## config.mk

```make
export PLATFORM = sky130hd
export DESIGN_NAME = qsw_slave
export DESIGN_NICKNAME = d
export VERILOG_FILES = /design/src/logic/qsw_pkg.sv /design/src/logic/qsw_slave.sv
export VERILOG_INCLUDE_DIRS = /design/src /design/src/logic
export SDC_FILE = /design/constraint.sdc
export NUM_CORES = 1
export LEC_CHECK = 0
export BUFFER_PORTS_ARGS = -buffer_cell sky130_fd_sc_hd__buf_2
export CORE_MARGIN = 5
export CORE_UTILIZATION = 46
export CTS_CLUSTER_DIAMETER = 60
export DETAILED_ROUTE_END_ITERATION = 10
export PLACE_DENSITY = 0.66
export REMOVE_ABC_BUFFERS = 1
export SYNTH_ARGS = -nofsm -noshare
export SYNTH_HDL_FRONTEND = slang
export SYNTH_SLANG_ARGS = --single-unit
```

## constraint.sdc

```tcl
create_clock -name i_ref_clk -period 9.46 [get_ports i_ref_clk]
set_input_delay 1.892 -clock i_ref_clk [delete_from_list [all_inputs] [get_ports i_ref_clk]]
set_output_delay 1.892 -clock i_ref_clk [all_outputs]
set_load 0.03 [all_outputs]
```

## src/logic/qsw_cfg.svh

```systemverilog
`ifndef QSW_CFG_SVH
`define QSW_CFG_SVH

// Register port geometry
`define QSW_ADDR_W 6
`define QSW_DATA_W 16
`define QSW_QUEUE_DEPTH 16
`define QSW_PTR_W 4
`define QSW_CNT_W 5

// Word offsets on the register port
`define QSW_RX_BASE 6'h00
`define QSW_TX_BASE 6'h10
`define QSW_CTRL0_OFS 6'h20
`define QSW_CTRL1_OFS 6'h21
`define QSW_CTRL2_OFS 6'h22
`define QSW_CTRL3_OFS 6'h23
`define QSW_STAT_OFS 6'h24

// Control 0: word length, clock shape, mode
`define QSW_BITS_LSB 0
`define QSW_BITS_MSB 3
`define QSW_CLOCK_PHASE_BIT_BIT 4
`define QSW_CLOCK_POLARITY_BIT_BIT 5
`define QSW_MASTER_SELECT_BIT_BIT 7
`define QSW_BITS_RST 4'h8

// Control 1: port enable
`define QSW_PE_BIT 0

// Control 2: queue pointers and wrap
`define QSW_NEWQ_LSB 0
`define QSW_NEWQ_MSB 3
`define QSW_ENDQ_LSB 8
`define QSW_ENDQ_MSB 11
`define QSW_WRAP_TARGET_SELECT_BIT 13
`define QSW_WRAP_ENABLE_BIT 14
`define QSW_IRQEN_BIT 15

// Control 3: halt request
`define QSW_HALT_BIT 0

// Status
`define QSW_DONE_BIT 0
`define QSW_HALTED_BIT 1
`define QSW_CPTQ_LSB 8
`define QSW_CPTQ_MSB 11

// Word length limits
`define QSW_MIN_BITS 5'h08
`define QSW_MAX_BITS 5'h10

`endif

```

## src/logic/qsw_pkg.sv

```systemverilog
`include "qsw_cfg.svh"

package qsw_pkg;

   typedef enum logic [1:0] {
      QSW_ST_OFF,
      QSW_ST_LOAD,
      QSW_ST_READY,
      QSW_ST_HALT
   } qsw_state_e;

   typedef logic [`QSW_PTR_W-1:0] qsw_ptr_t;
   typedef logic [`QSW_DATA_W-1:0] qsw_word_t;
   typedef logic [`QSW_CNT_W-1:0] qsw_cnt_t;

endpackage : qsw_pkg

```

## src/logic/qsw_slave.sv

```systemverilog
`timescale 1ns/1ps
`include "qsw_cfg.svh"

// How it works
// Reaching the last entry always sets the done flag, wrap or not.
// Interrupt is raised while done flag and buffered interrupt enable are both set.
// Without wrap, end of queue clears port enable and stops.
// With wrap, the queue keeps cycling and port enable stays set.
// Interrupt enable is buffered; clearing it later keeps a pending request.
// Done flag clears only after status read with flag set, then zero write.
// In wrap, received words overwrite older receive entries freely.
// After wrap is cleared, next end of queue sets flag, clears enable, stops.
// Halt request finishes the current word, then halts.
// Clearing port enable stops at once, aborting a word in progress.
// As slave the port only answers transfers begun by the master.
// Select low with port enabled and slave mode starts at new pointer.
// Entry command bits are ignored; only select zero is used, as input.
// Full word under select is stored, then the next entry takes bits.
// Without wrap, after the end entry further bits are discarded.
// With wrap, storing resumes at entry zero or the new pointer.
// Master leaves about one microsecond between words for prefetch.
// Global bit count sets word length; one bit per clock while selected.
// A partial word is kept and resumed at the next selection.
// Full word stores data, records completed pointer, advances, loads next.
// Transmit word leaves MSB first; phase and polarity pick the edges.
// Bits sent equal bits received per entry, until end of queue.
// After each entry the end pointer is compared with the completed one.
// Word length defaults to eight and spans eight through sixteen.
// Serial clock and select are synchronised and edge detected first.
// Interrupt output is done flag AND buffered interrupt enable.
module qsw_slave
   import qsw_pkg::*;
(
   input wire logic i_ref_clk,
   input wire logic i_rst_n,
   input wire logic [`QSW_ADDR_W-1:0] i_addr,
   input wire logic [`QSW_DATA_W-1:0] i_wdata,
   input wire logic i_wr,
   input wire logic i_rd,
   output logic [`QSW_DATA_W-1:0] o_rdata,
   input wire logic i_sck,
   input wire logic i_sel_n,
   input wire logic i_mosi,
   output logic o_miso,
   output logic o_miso_oe,
   output logic o_irq,
   output logic o_port_enable
);

   qsw_word_t rx_mem [`QSW_QUEUE_DEPTH], tx_mem [`QSW_QUEUE_DEPTH];

   // Configuration
   logic [3:0] bits_q;
   logic clock_phase_bit_q, clock_polarity_bit_q, master_select_bit_q, pe_q, wrap_target_select_q, wrap_enable_q, irqen_q, halt_req_q, newq_wr_q;
   qsw_ptr_t newq_q, endq_q;
   // Status
   logic done_q, irqen_buf_q, clr_armed_q;
   qsw_ptr_t cptq_q;
   // Serial engine
   qsw_state_e st_q;
   qsw_ptr_t wp_q;
   qsw_cnt_t cnt_q;
   qsw_word_t tx_q, rx_q, rdata_q;
   logic pend_q, miso_q, miso_oe_q, irq_q;
   // Synchronisers
   logic sck_s1_q, sck_s2_q, sck_s3_q;
   logic sel_s1_q, sel_s2_q, sel_s3_q;
   logic mosi_s1_q, mosi_s2_q;

   logic sck_rise, sck_fall, lead_edge, trail_edge, sample_edge, drive_edge;
   logic selected, sel_fall, word_done, at_end, done_set, slave_run;
   logic wr_stat, rd_stat, wr_ctrl1;
   qsw_cnt_t nbits, cnt_inc;

   // Values 1..7 are not meaningful word lengths; treated as the minimum
   function automatic qsw_cnt_t word_len(input logic [3:0] f);
      qsw_cnt_t n;
      n = {1'b0, f};
      if (f == 4'h0) begin
         word_len = `QSW_MAX_BITS;
      end else if (n < `QSW_MIN_BITS) begin
         word_len = `QSW_MIN_BITS;
      end else begin
         word_len = n;
      end
   endfunction : word_len

   function automatic logic hit(input logic [`QSW_ADDR_W-1:0] a,
                                input logic [`QSW_ADDR_W-1:0] ofs);
      hit = (a == ofs);
   endfunction : hit

   always_ff @(posedge i_ref_clk) begin
      if (!i_rst_n) begin
         sck_s1_q <= 1'b0;
         sck_s2_q <= 1'b0;
         sck_s3_q <= 1'b0;
         sel_s1_q <= 1'b1;
         sel_s2_q <= 1'b1;
         sel_s3_q <= 1'b1;
         mosi_s1_q <= 1'b0;
         mosi_s2_q <= 1'b0;
      end else begin
         sck_s1_q <= i_sck;
         sck_s2_q <= sck_s1_q;
         sck_s3_q <= sck_s2_q;
         sel_s1_q <= i_sel_n;
         sel_s2_q <= sel_s1_q;
         sel_s3_q <= sel_s2_q;
         mosi_s1_q <= i_mosi;
         mosi_s2_q <= mosi_s1_q;
      end
   end

   assign sck_rise = sck_s2_q & ~sck_s3_q;
   assign sck_fall = ~sck_s2_q & sck_s3_q;
   assign lead_edge = clock_polarity_bit_q ? sck_fall : sck_rise;
   assign trail_edge = clock_polarity_bit_q ? sck_rise : sck_fall;
   assign sample_edge = clock_phase_bit_q ? trail_edge : lead_edge;
   assign drive_edge = clock_phase_bit_q ? lead_edge : trail_edge;
   assign selected = ~sel_s2_q;
   assign sel_fall = ~sel_s2_q & sel_s3_q;
   assign nbits = word_len(bits_q);
   assign cnt_inc = cnt_q + 5'h01;
   assign slave_run = pe_q & ~master_select_bit_q;
   assign word_done = (st_q == QSW_ST_READY) && selected && sample_edge && (cnt_inc >= nbits);
   assign at_end = (wp_q == endq_q);
   assign done_set = slave_run && word_done && at_end;
   assign wr_stat = i_wr && hit(i_addr, `QSW_STAT_OFS);
   assign rd_stat = i_rd && hit(i_addr, `QSW_STAT_OFS);
   assign wr_ctrl1 = i_wr && hit(i_addr, `QSW_CTRL1_OFS);

   // Software configuration
   always_ff @(posedge i_ref_clk) begin
      if (!i_rst_n) begin
         bits_q <= `QSW_BITS_RST;
         clock_phase_bit_q <= 1'b0;
         clock_polarity_bit_q <= 1'b0;
         master_select_bit_q <= 1'b0;
         newq_q <= '0;
         endq_q <= '0;
         wrap_target_select_q <= 1'b0;
         wrap_enable_q <= 1'b0;
         irqen_q <= 1'b0;
         halt_req_q <= 1'b0;
      end else if (i_wr) begin
         if (hit(i_addr, `QSW_CTRL0_OFS)) begin
            bits_q <= i_wdata[`QSW_BITS_MSB:`QSW_BITS_LSB];
            clock_phase_bit_q <= i_wdata[`QSW_CLOCK_PHASE_BIT_BIT];
            clock_polarity_bit_q <= i_wdata[`QSW_CLOCK_POLARITY_BIT_BIT];
            master_select_bit_q <= i_wdata[`QSW_MASTER_SELECT_BIT_BIT];
         end
         if (hit(i_addr, `QSW_CTRL2_OFS)) begin
            newq_q <= i_wdata[`QSW_NEWQ_MSB:`QSW_NEWQ_LSB];
            endq_q <= i_wdata[`QSW_ENDQ_MSB:`QSW_ENDQ_LSB];
            wrap_target_select_q <= i_wdata[`QSW_WRAP_TARGET_SELECT_BIT];
            wrap_enable_q <= i_wdata[`QSW_WRAP_ENABLE_BIT];
            irqen_q <= i_wdata[`QSW_IRQEN_BIT];
         end
         if (hit(i_addr, `QSW_CTRL3_OFS)) begin
            halt_req_q <= i_wdata[`QSW_HALT_BIT];
         end
      end
   end

   // Transmit area is filled by software only
   always_ff @(posedge i_ref_clk) begin
      if (i_wr && (i_addr[`QSW_ADDR_W-1:`QSW_PTR_W] == `QSW_TX_BASE >> `QSW_PTR_W)) begin
         tx_mem[i_addr[`QSW_PTR_W-1:0]] <= i_wdata;
      end
   end

   // Receive area is filled by the serial engine only
   always_ff @(posedge i_ref_clk) begin
      if (word_done && slave_run) begin
         rx_mem[wp_q] <= {rx_q[`QSW_DATA_W-2:0], mosi_s2_q};
      end
   end

   // New pointer rewrite is remembered until the next selection
   always_ff @(posedge i_ref_clk) begin
      if (!i_rst_n) begin
         newq_wr_q <= 1'b0;
      end else if (i_wr && hit(i_addr, `QSW_CTRL2_OFS)) begin
         newq_wr_q <= 1'b1;
      end else if (st_q == QSW_ST_OFF || (st_q == QSW_ST_READY && sel_fall && cnt_q == '0)) begin
         newq_wr_q <= 1'b0;
      end
   end

   // Port enable: set by software, cleared by software or at end of queue without wrap
   always_ff @(posedge i_ref_clk) begin
      if (!i_rst_n) begin
         pe_q <= 1'b0;
      end else if (done_set && !wrap_enable_q) begin
         pe_q <= 1'b0;
      end else if (wr_ctrl1) begin
         pe_q <= i_wdata[`QSW_PE_BIT];
      end
   end

   // Done flag; a set in the clearing cycle wins
   always_ff @(posedge i_ref_clk) begin
      if (!i_rst_n) begin
         done_q <= 1'b0;
         clr_armed_q <= 1'b0;
      end else begin
         if (done_set) begin
            done_q <= 1'b1;
         end else if (wr_stat && clr_armed_q && !i_wdata[`QSW_DONE_BIT]) begin
            done_q <= 1'b0;
         end
         if (rd_stat && done_q) begin
            clr_armed_q <= 1'b1;
         end else if (wr_stat) begin
            clr_armed_q <= 1'b0;
         end
      end
   end

   // Enable captured at each flag assertion, so a late clear keeps the request
   always_ff @(posedge i_ref_clk) begin
      if (!i_rst_n) begin
         irqen_buf_q <= 1'b0;
         irq_q <= 1'b0;
      end else begin
         if (done_set) begin
            irqen_buf_q <= irqen_q | (done_q & irqen_buf_q);
         end
         irq_q <= done_q & irqen_buf_q;
      end
   end

   // Serial engine
   always_ff @(posedge i_ref_clk) begin
      if (!i_rst_n) begin
         st_q <= QSW_ST_OFF;
         wp_q <= '0;
         cptq_q <= '0;
         cnt_q <= '0;
         tx_q <= '0;
         rx_q <= '0;
         pend_q <= 1'b0;
         miso_q <= 1'b0;
      end else if (!slave_run) begin
         st_q <= QSW_ST_OFF;
         cnt_q <= '0;
         pend_q <= 1'b0;
      end else begin
         case (st_q)
            QSW_ST_OFF: begin
               wp_q <= newq_q;
               st_q <= QSW_ST_LOAD;
            end
            QSW_ST_LOAD: begin
               tx_q <= tx_mem[wp_q];
               miso_q <= tx_mem[wp_q][`QSW_DATA_W-1];
               pend_q <= 1'b0;
               st_q <= QSW_ST_READY;
            end
            QSW_ST_READY: begin
               if (cnt_q == '0 && halt_req_q) begin
                  st_q <= QSW_ST_HALT;
               end else if (cnt_q == '0 && sel_fall && newq_wr_q) begin
                  wp_q <= newq_q;
                  st_q <= QSW_ST_LOAD;
               end else if (selected && sample_edge) begin
                  rx_q <= {rx_q[`QSW_DATA_W-2:0], mosi_s2_q};
                  if (word_done) begin
                     cnt_q <= '0;
                     cptq_q <= wp_q;
                     if (!at_end) begin
                        wp_q <= wp_q + 4'h1;
                        st_q <= QSW_ST_LOAD;
                     end else if (wrap_enable_q) begin
                        wp_q <= wrap_target_select_q ? newq_q : 4'h0;
                        st_q <= QSW_ST_LOAD;
                     end else begin
                        st_q <= QSW_ST_OFF;
                     end
                  end else begin
                     cnt_q <= cnt_inc;
                     pend_q <= 1'b1;
                  end
               end else if (selected && drive_edge) begin
                  if (clock_phase_bit_q) begin
                     miso_q <= tx_q[`QSW_DATA_W-1];
                     tx_q <= {tx_q[`QSW_DATA_W-2:0], 1'b0};
                  end else if (pend_q) begin
                     miso_q <= tx_q[`QSW_DATA_W-2];
                     tx_q <= {tx_q[`QSW_DATA_W-2:0], 1'b0};
                     pend_q <= 1'b0;
                  end
               end
            end
            QSW_ST_HALT: begin
               if (!halt_req_q) begin
                  st_q <= QSW_ST_READY;
               end
            end
            default: begin
               st_q <= QSW_ST_OFF;
            end
         endcase
      end
   end

   // Drive data only while selected as a running slave
   always_ff @(posedge i_ref_clk) begin
      if (!i_rst_n) begin
         miso_oe_q <= 1'b0;
      end else begin
         miso_oe_q <= slave_run && selected && (st_q != QSW_ST_OFF);
      end
   end

   // Read data stand for one cycle after each read cycle, zero otherwise
   always_ff @(posedge i_ref_clk) begin
      if (!i_rst_n) begin
         rdata_q <= '0;
      end else if (!i_rd) begin
         rdata_q <= '0;
      end else if (i_addr[`QSW_ADDR_W-1:`QSW_PTR_W] == `QSW_RX_BASE >> `QSW_PTR_W) begin
         rdata_q <= rx_mem[i_addr[`QSW_PTR_W-1:0]];
      end else if (i_addr[`QSW_ADDR_W-1:`QSW_PTR_W] == `QSW_TX_BASE >> `QSW_PTR_W) begin
         rdata_q <= tx_mem[i_addr[`QSW_PTR_W-1:0]];
      end else begin
         rdata_q <= '0;
         case (i_addr)
            `QSW_CTRL0_OFS: begin
               rdata_q[`QSW_BITS_MSB:`QSW_BITS_LSB] <= bits_q;
               rdata_q[`QSW_CLOCK_PHASE_BIT_BIT] <= clock_phase_bit_q;
               rdata_q[`QSW_CLOCK_POLARITY_BIT_BIT] <= clock_polarity_bit_q;
               rdata_q[`QSW_MASTER_SELECT_BIT_BIT] <= master_select_bit_q;
            end
            `QSW_CTRL1_OFS: begin
               rdata_q[`QSW_PE_BIT] <= pe_q;
            end
            `QSW_CTRL2_OFS: begin
               rdata_q[`QSW_NEWQ_MSB:`QSW_NEWQ_LSB] <= newq_q;
               rdata_q[`QSW_ENDQ_MSB:`QSW_ENDQ_LSB] <= endq_q;
               rdata_q[`QSW_WRAP_TARGET_SELECT_BIT] <= wrap_target_select_q;
               rdata_q[`QSW_WRAP_ENABLE_BIT] <= wrap_enable_q;
               rdata_q[`QSW_IRQEN_BIT] <= irqen_q;
            end
            `QSW_CTRL3_OFS: begin
               rdata_q[`QSW_HALT_BIT] <= halt_req_q;
            end
            `QSW_STAT_OFS: begin
               rdata_q[`QSW_DONE_BIT] <= done_q;
               rdata_q[`QSW_HALTED_BIT] <= (st_q == QSW_ST_HALT);
               rdata_q[`QSW_CPTQ_MSB:`QSW_CPTQ_LSB] <= cptq_q;
            end
            default: begin
               rdata_q <= '0;
            end
         endcase
      end
   end

   assign o_rdata = rdata_q;
   assign o_miso = miso_q;
   assign o_miso_oe = miso_oe_q;
   assign o_irq = irq_q;
   assign o_port_enable = pe_q;

endmodule : qsw_slave

```

==> reports/results.txt <==
Status: finished, final reports clean
Max Slew Vio Count: 0
Met1 GRT Util: 29.7%
Layout cells sized above 1: 30.5%
Most common cell after layout, fill and taps aside: edfxtp_1
Reg-to-reg endpoint: rx_mem[6][6]$_DFFE_PP_
First-pass GRT wire length: 93800 um
I/O Buffers: 48
Post-synth EDFFs: 512
Area grow syn2layout: 11.8%
CP peak stage delay: 0.74 ns
Final setup vio count: 0
Min-delay src: mosi_s1_q$_SDFF_PN0_
Vias in the first global route: 13900
Power Internal: 4340 uW
#FFs+latches synth: 614
Worst Path Arrival: 4.80 ns
Ys async rst share: 0%
Final Wtd Congestion: 0.887
Filler Cell Count: 4375
Tightest Pin Transition: 0.996 ns
Startpoint types: input pin
CP Class: in2reg
CTS tree: built
Clock buffer depth: 3
Largest net degree at the start of global routing: 69
Max transition margin: 33.5%
Worst-path clk slew: 0.06 ns
Iter 0 DRT Violations: 1501
Number of library cell types mapped by synthesis: 62
Effective utilization at floorplan: 46.2%
DP Wirelength: 37400 um
RSZ-0062 raised after global routing: false
Max IR drop VDD: 0.145 mV
Power share of the clock group: 42.3%
Final Hold Viols: 0
GR Layer Usage met3: 3.70%
Worst endpoint required time: 9.94 ns
Post-Route WL: 63900 um
Switch Pwr: 1090 uW
Net switching fraction of the power: 20.1%
Pleak: 0.00912 uW
Post-Synthesis Cells: 1392
DP Area: 27100 um2
Yosys warning total: 0
Row count: 87
Congestion Overflow GR: 0
Crit path max fanout: 61
Seq/Total Area, Yosys: 67.3%
Most used cell, CP: mux4_2
Hold-fix buffers, CTS: 0
Via count: 13900
Leading register cell type out of synthesis: edfxtp_1
Area of the multi-input gates: 8070 um2
Reg power frac: 53.9%
Period Utilization, post-route: 45.7%
Mapped cell area: 25900 um2
WL/cell: 28.2 um
1st-pass router iterations: 6
Final critical-path required period: 4.32 ns
Via-to-Cell Ratio: 6.15
PwrDens: 188 nW/um2
Worst-Skew Late Latency: 0.62 ns
Antenna violations before repair: 1
Hold Path End: mosi_s2_q$_SDFF_PN0_
Root Buffer: clkbuf_16
WHS Path Cells: 1
Most frequent cells in the layout: 512 x edfxtp_1, 240 x mux4_2, 120 x nand2_1, 100 x dfxtp_1, 59 x clkbuf_16
Post-DRT Antenna Nets: 0
Chip height: 247 um
Worst R2R Start: cnt_q[0]$_SDFFE_PN0P_
Clock Sinks: 614
Setup Buffers After CTS: 0
Gr usage total: 21.0%
Fmax: 0.232 GHz
H-tree depth: 2
Total CTS buffers: 58
Post-route setup TNS: 0 ns
CP bufs+invs: 2
Grt met2 use: 33.9%
Hold Path Class: reg2reg
Die area: 61100 um2
Crit. End Element: flop
CP Cell Sequence: clkbuf_8 -> buf_4 -> mux4_2 -> mux4_2 -> a22oi_1 -> o21ai_1
Die W: 247 um
Critical Path Start: i_addr[0]
DRC errors left: 0
Worst r2r path cells: 10
CORE AREA: 56100 um2
Crit path max-delay cell type: buf_4
CTS resizes: 0
Family with the most delay on the worst path: buffers and inverters
# IOs: 49
Layout Nets: 1497
Final instance area: 28900 um2
Comb power frac: 3.8%
Mean Syn Cell Area: 18.6 um2
Final Skew: 0.0174 ns
Register Area: 17400 um2
Gr busiest metal: met2
Max-Cap Viols: 0
Worst R2R Setup Slack: 5.86 ns
-- logic make-up after synthesis --
group                      after synthesis  synth area share [%]
xor gates and xnor gates                10                 0.367
AOI/OAI and AO/OA                      153                  3.92
muxes                                  259                  21.7
and+or+nand+nor                        248                  4.36
buffers and inverters                   99                  1.97
DFF                                    614                  67.3
adders and majority gates                9                 0.435
-- layout make-up --
| type | count | area share, % |
|---|---|---|
| Clock inverter | 18 | 0.743 |
| Multi-Input combinational cell | 679 | 27.9 |
| Inverter | 13 | 0.169 |
| Antenna cell | 1 | 0.00865 |
| Tap cell | 756 | 3.27 |
| Sequential cell | 614 | 60.2 |
| Clock buffer | 90 | 5.71 |
| Timing Repair Buffer | 93 | 2.05 |
-- synth_stat cells, types with 8 or more instances --
cell type | n | area, um2
edfxtp_1 | 512 | 15400
mux4_2 | 240 | 5410
nand2_1 | 120 | 450
dfxtp_1 | 102 | 2040
nor2_1 | 46 | 173
clkbuf_1 | 43 | 161
o21ai_0 | 40 | 200
a21boi_0 | 36 | 270
nand3_1 | 22 | 110
a21oi_1 | 20 | 100
buf_2 | 19 | 95.1
nand2b_1 | 19 | 119
a22oi_1 | 17 | 128
mux2i_1 | 16 | 160
inv_1 | 13 | 48.8
buf_1 | 9 | 33.8
buf_6 | 9 | 101
ha_1 | 9 | 113
nor3_1 | 9 | 45.0
a31oi_1 | 8 | 50.1
and2_1 | 8 | 50.1
-- per-stage QoR --
step           total power [uW]  util (%)  worst slack (ns)  instances  hold WS (ns)
2_1_floorplan              3090         -              5.11       1306         0.386
3_3_place_gp               3190      48.3              4.50       2155         0.415
3_5_place_dp               3200      48.3              4.49       2155         0.426
4_1_cts                    5480      51.6              5.14       2263         0.440
5_1_grt                    5600      51.6              4.88       2263         0.485
6_report                   5430      51.6              5.14       2264         0.436
-- per-layer routing --
layer | part of all wire, % | wire, um
met5 | 0.020 | 13
met4 | 3.4 | 2200
met3 | 8.7 | 5560
met2 | 48 | 30900
met1 | 40 | 25300
-- state kept, by name (all words and copies together), names as in the netlist, 2 cells and up, named ones only --
register,count
bits_q,4
cnt_q,5
cptq_q,4
endq_q,4
newq_q,4
o_rdata,16
rx_mem,256
rx_q,15
st_q,2
tx_mem,256
tx_q,16
wp_q,4
-- power groups by stage --
| stage | clock network (uW) | registers [uW] | logic [uW] |
|---|---|---|---|
| after floorplan | 0 | 2990 | 98.1 |
| after global placement | 0 | 2980 | 209 |
| after detailed placement | 0 | 2980 | 211 |
| after CTS | 2340 | 2930 | 211 |
| after global routing | 2450 | 2930 | 221 |
| final | 2300 | 2930 | 208 |
-- how the worst max path moves through the flow --
stage | depth (start not counted) | to
3_3_place_gp | 6 | o_rdata[9]$_SDFF_PN0_
3_5_place_dp | 6 | o_rdata[9]$_SDFF_PN0_
4_1_cts | 6 | o_rdata[9]$_SDFF_PN0_
6_report | 6 | o_rdata[9]$_SDFF_PN0_
2_1_floorplan | 5 | o_miso$_SDFFE_PN0P_
5_1_grt | 6 | o_rdata[2]$_SDFF_PN0_
No activity file was read; power rests on OpenSTA's default activity.
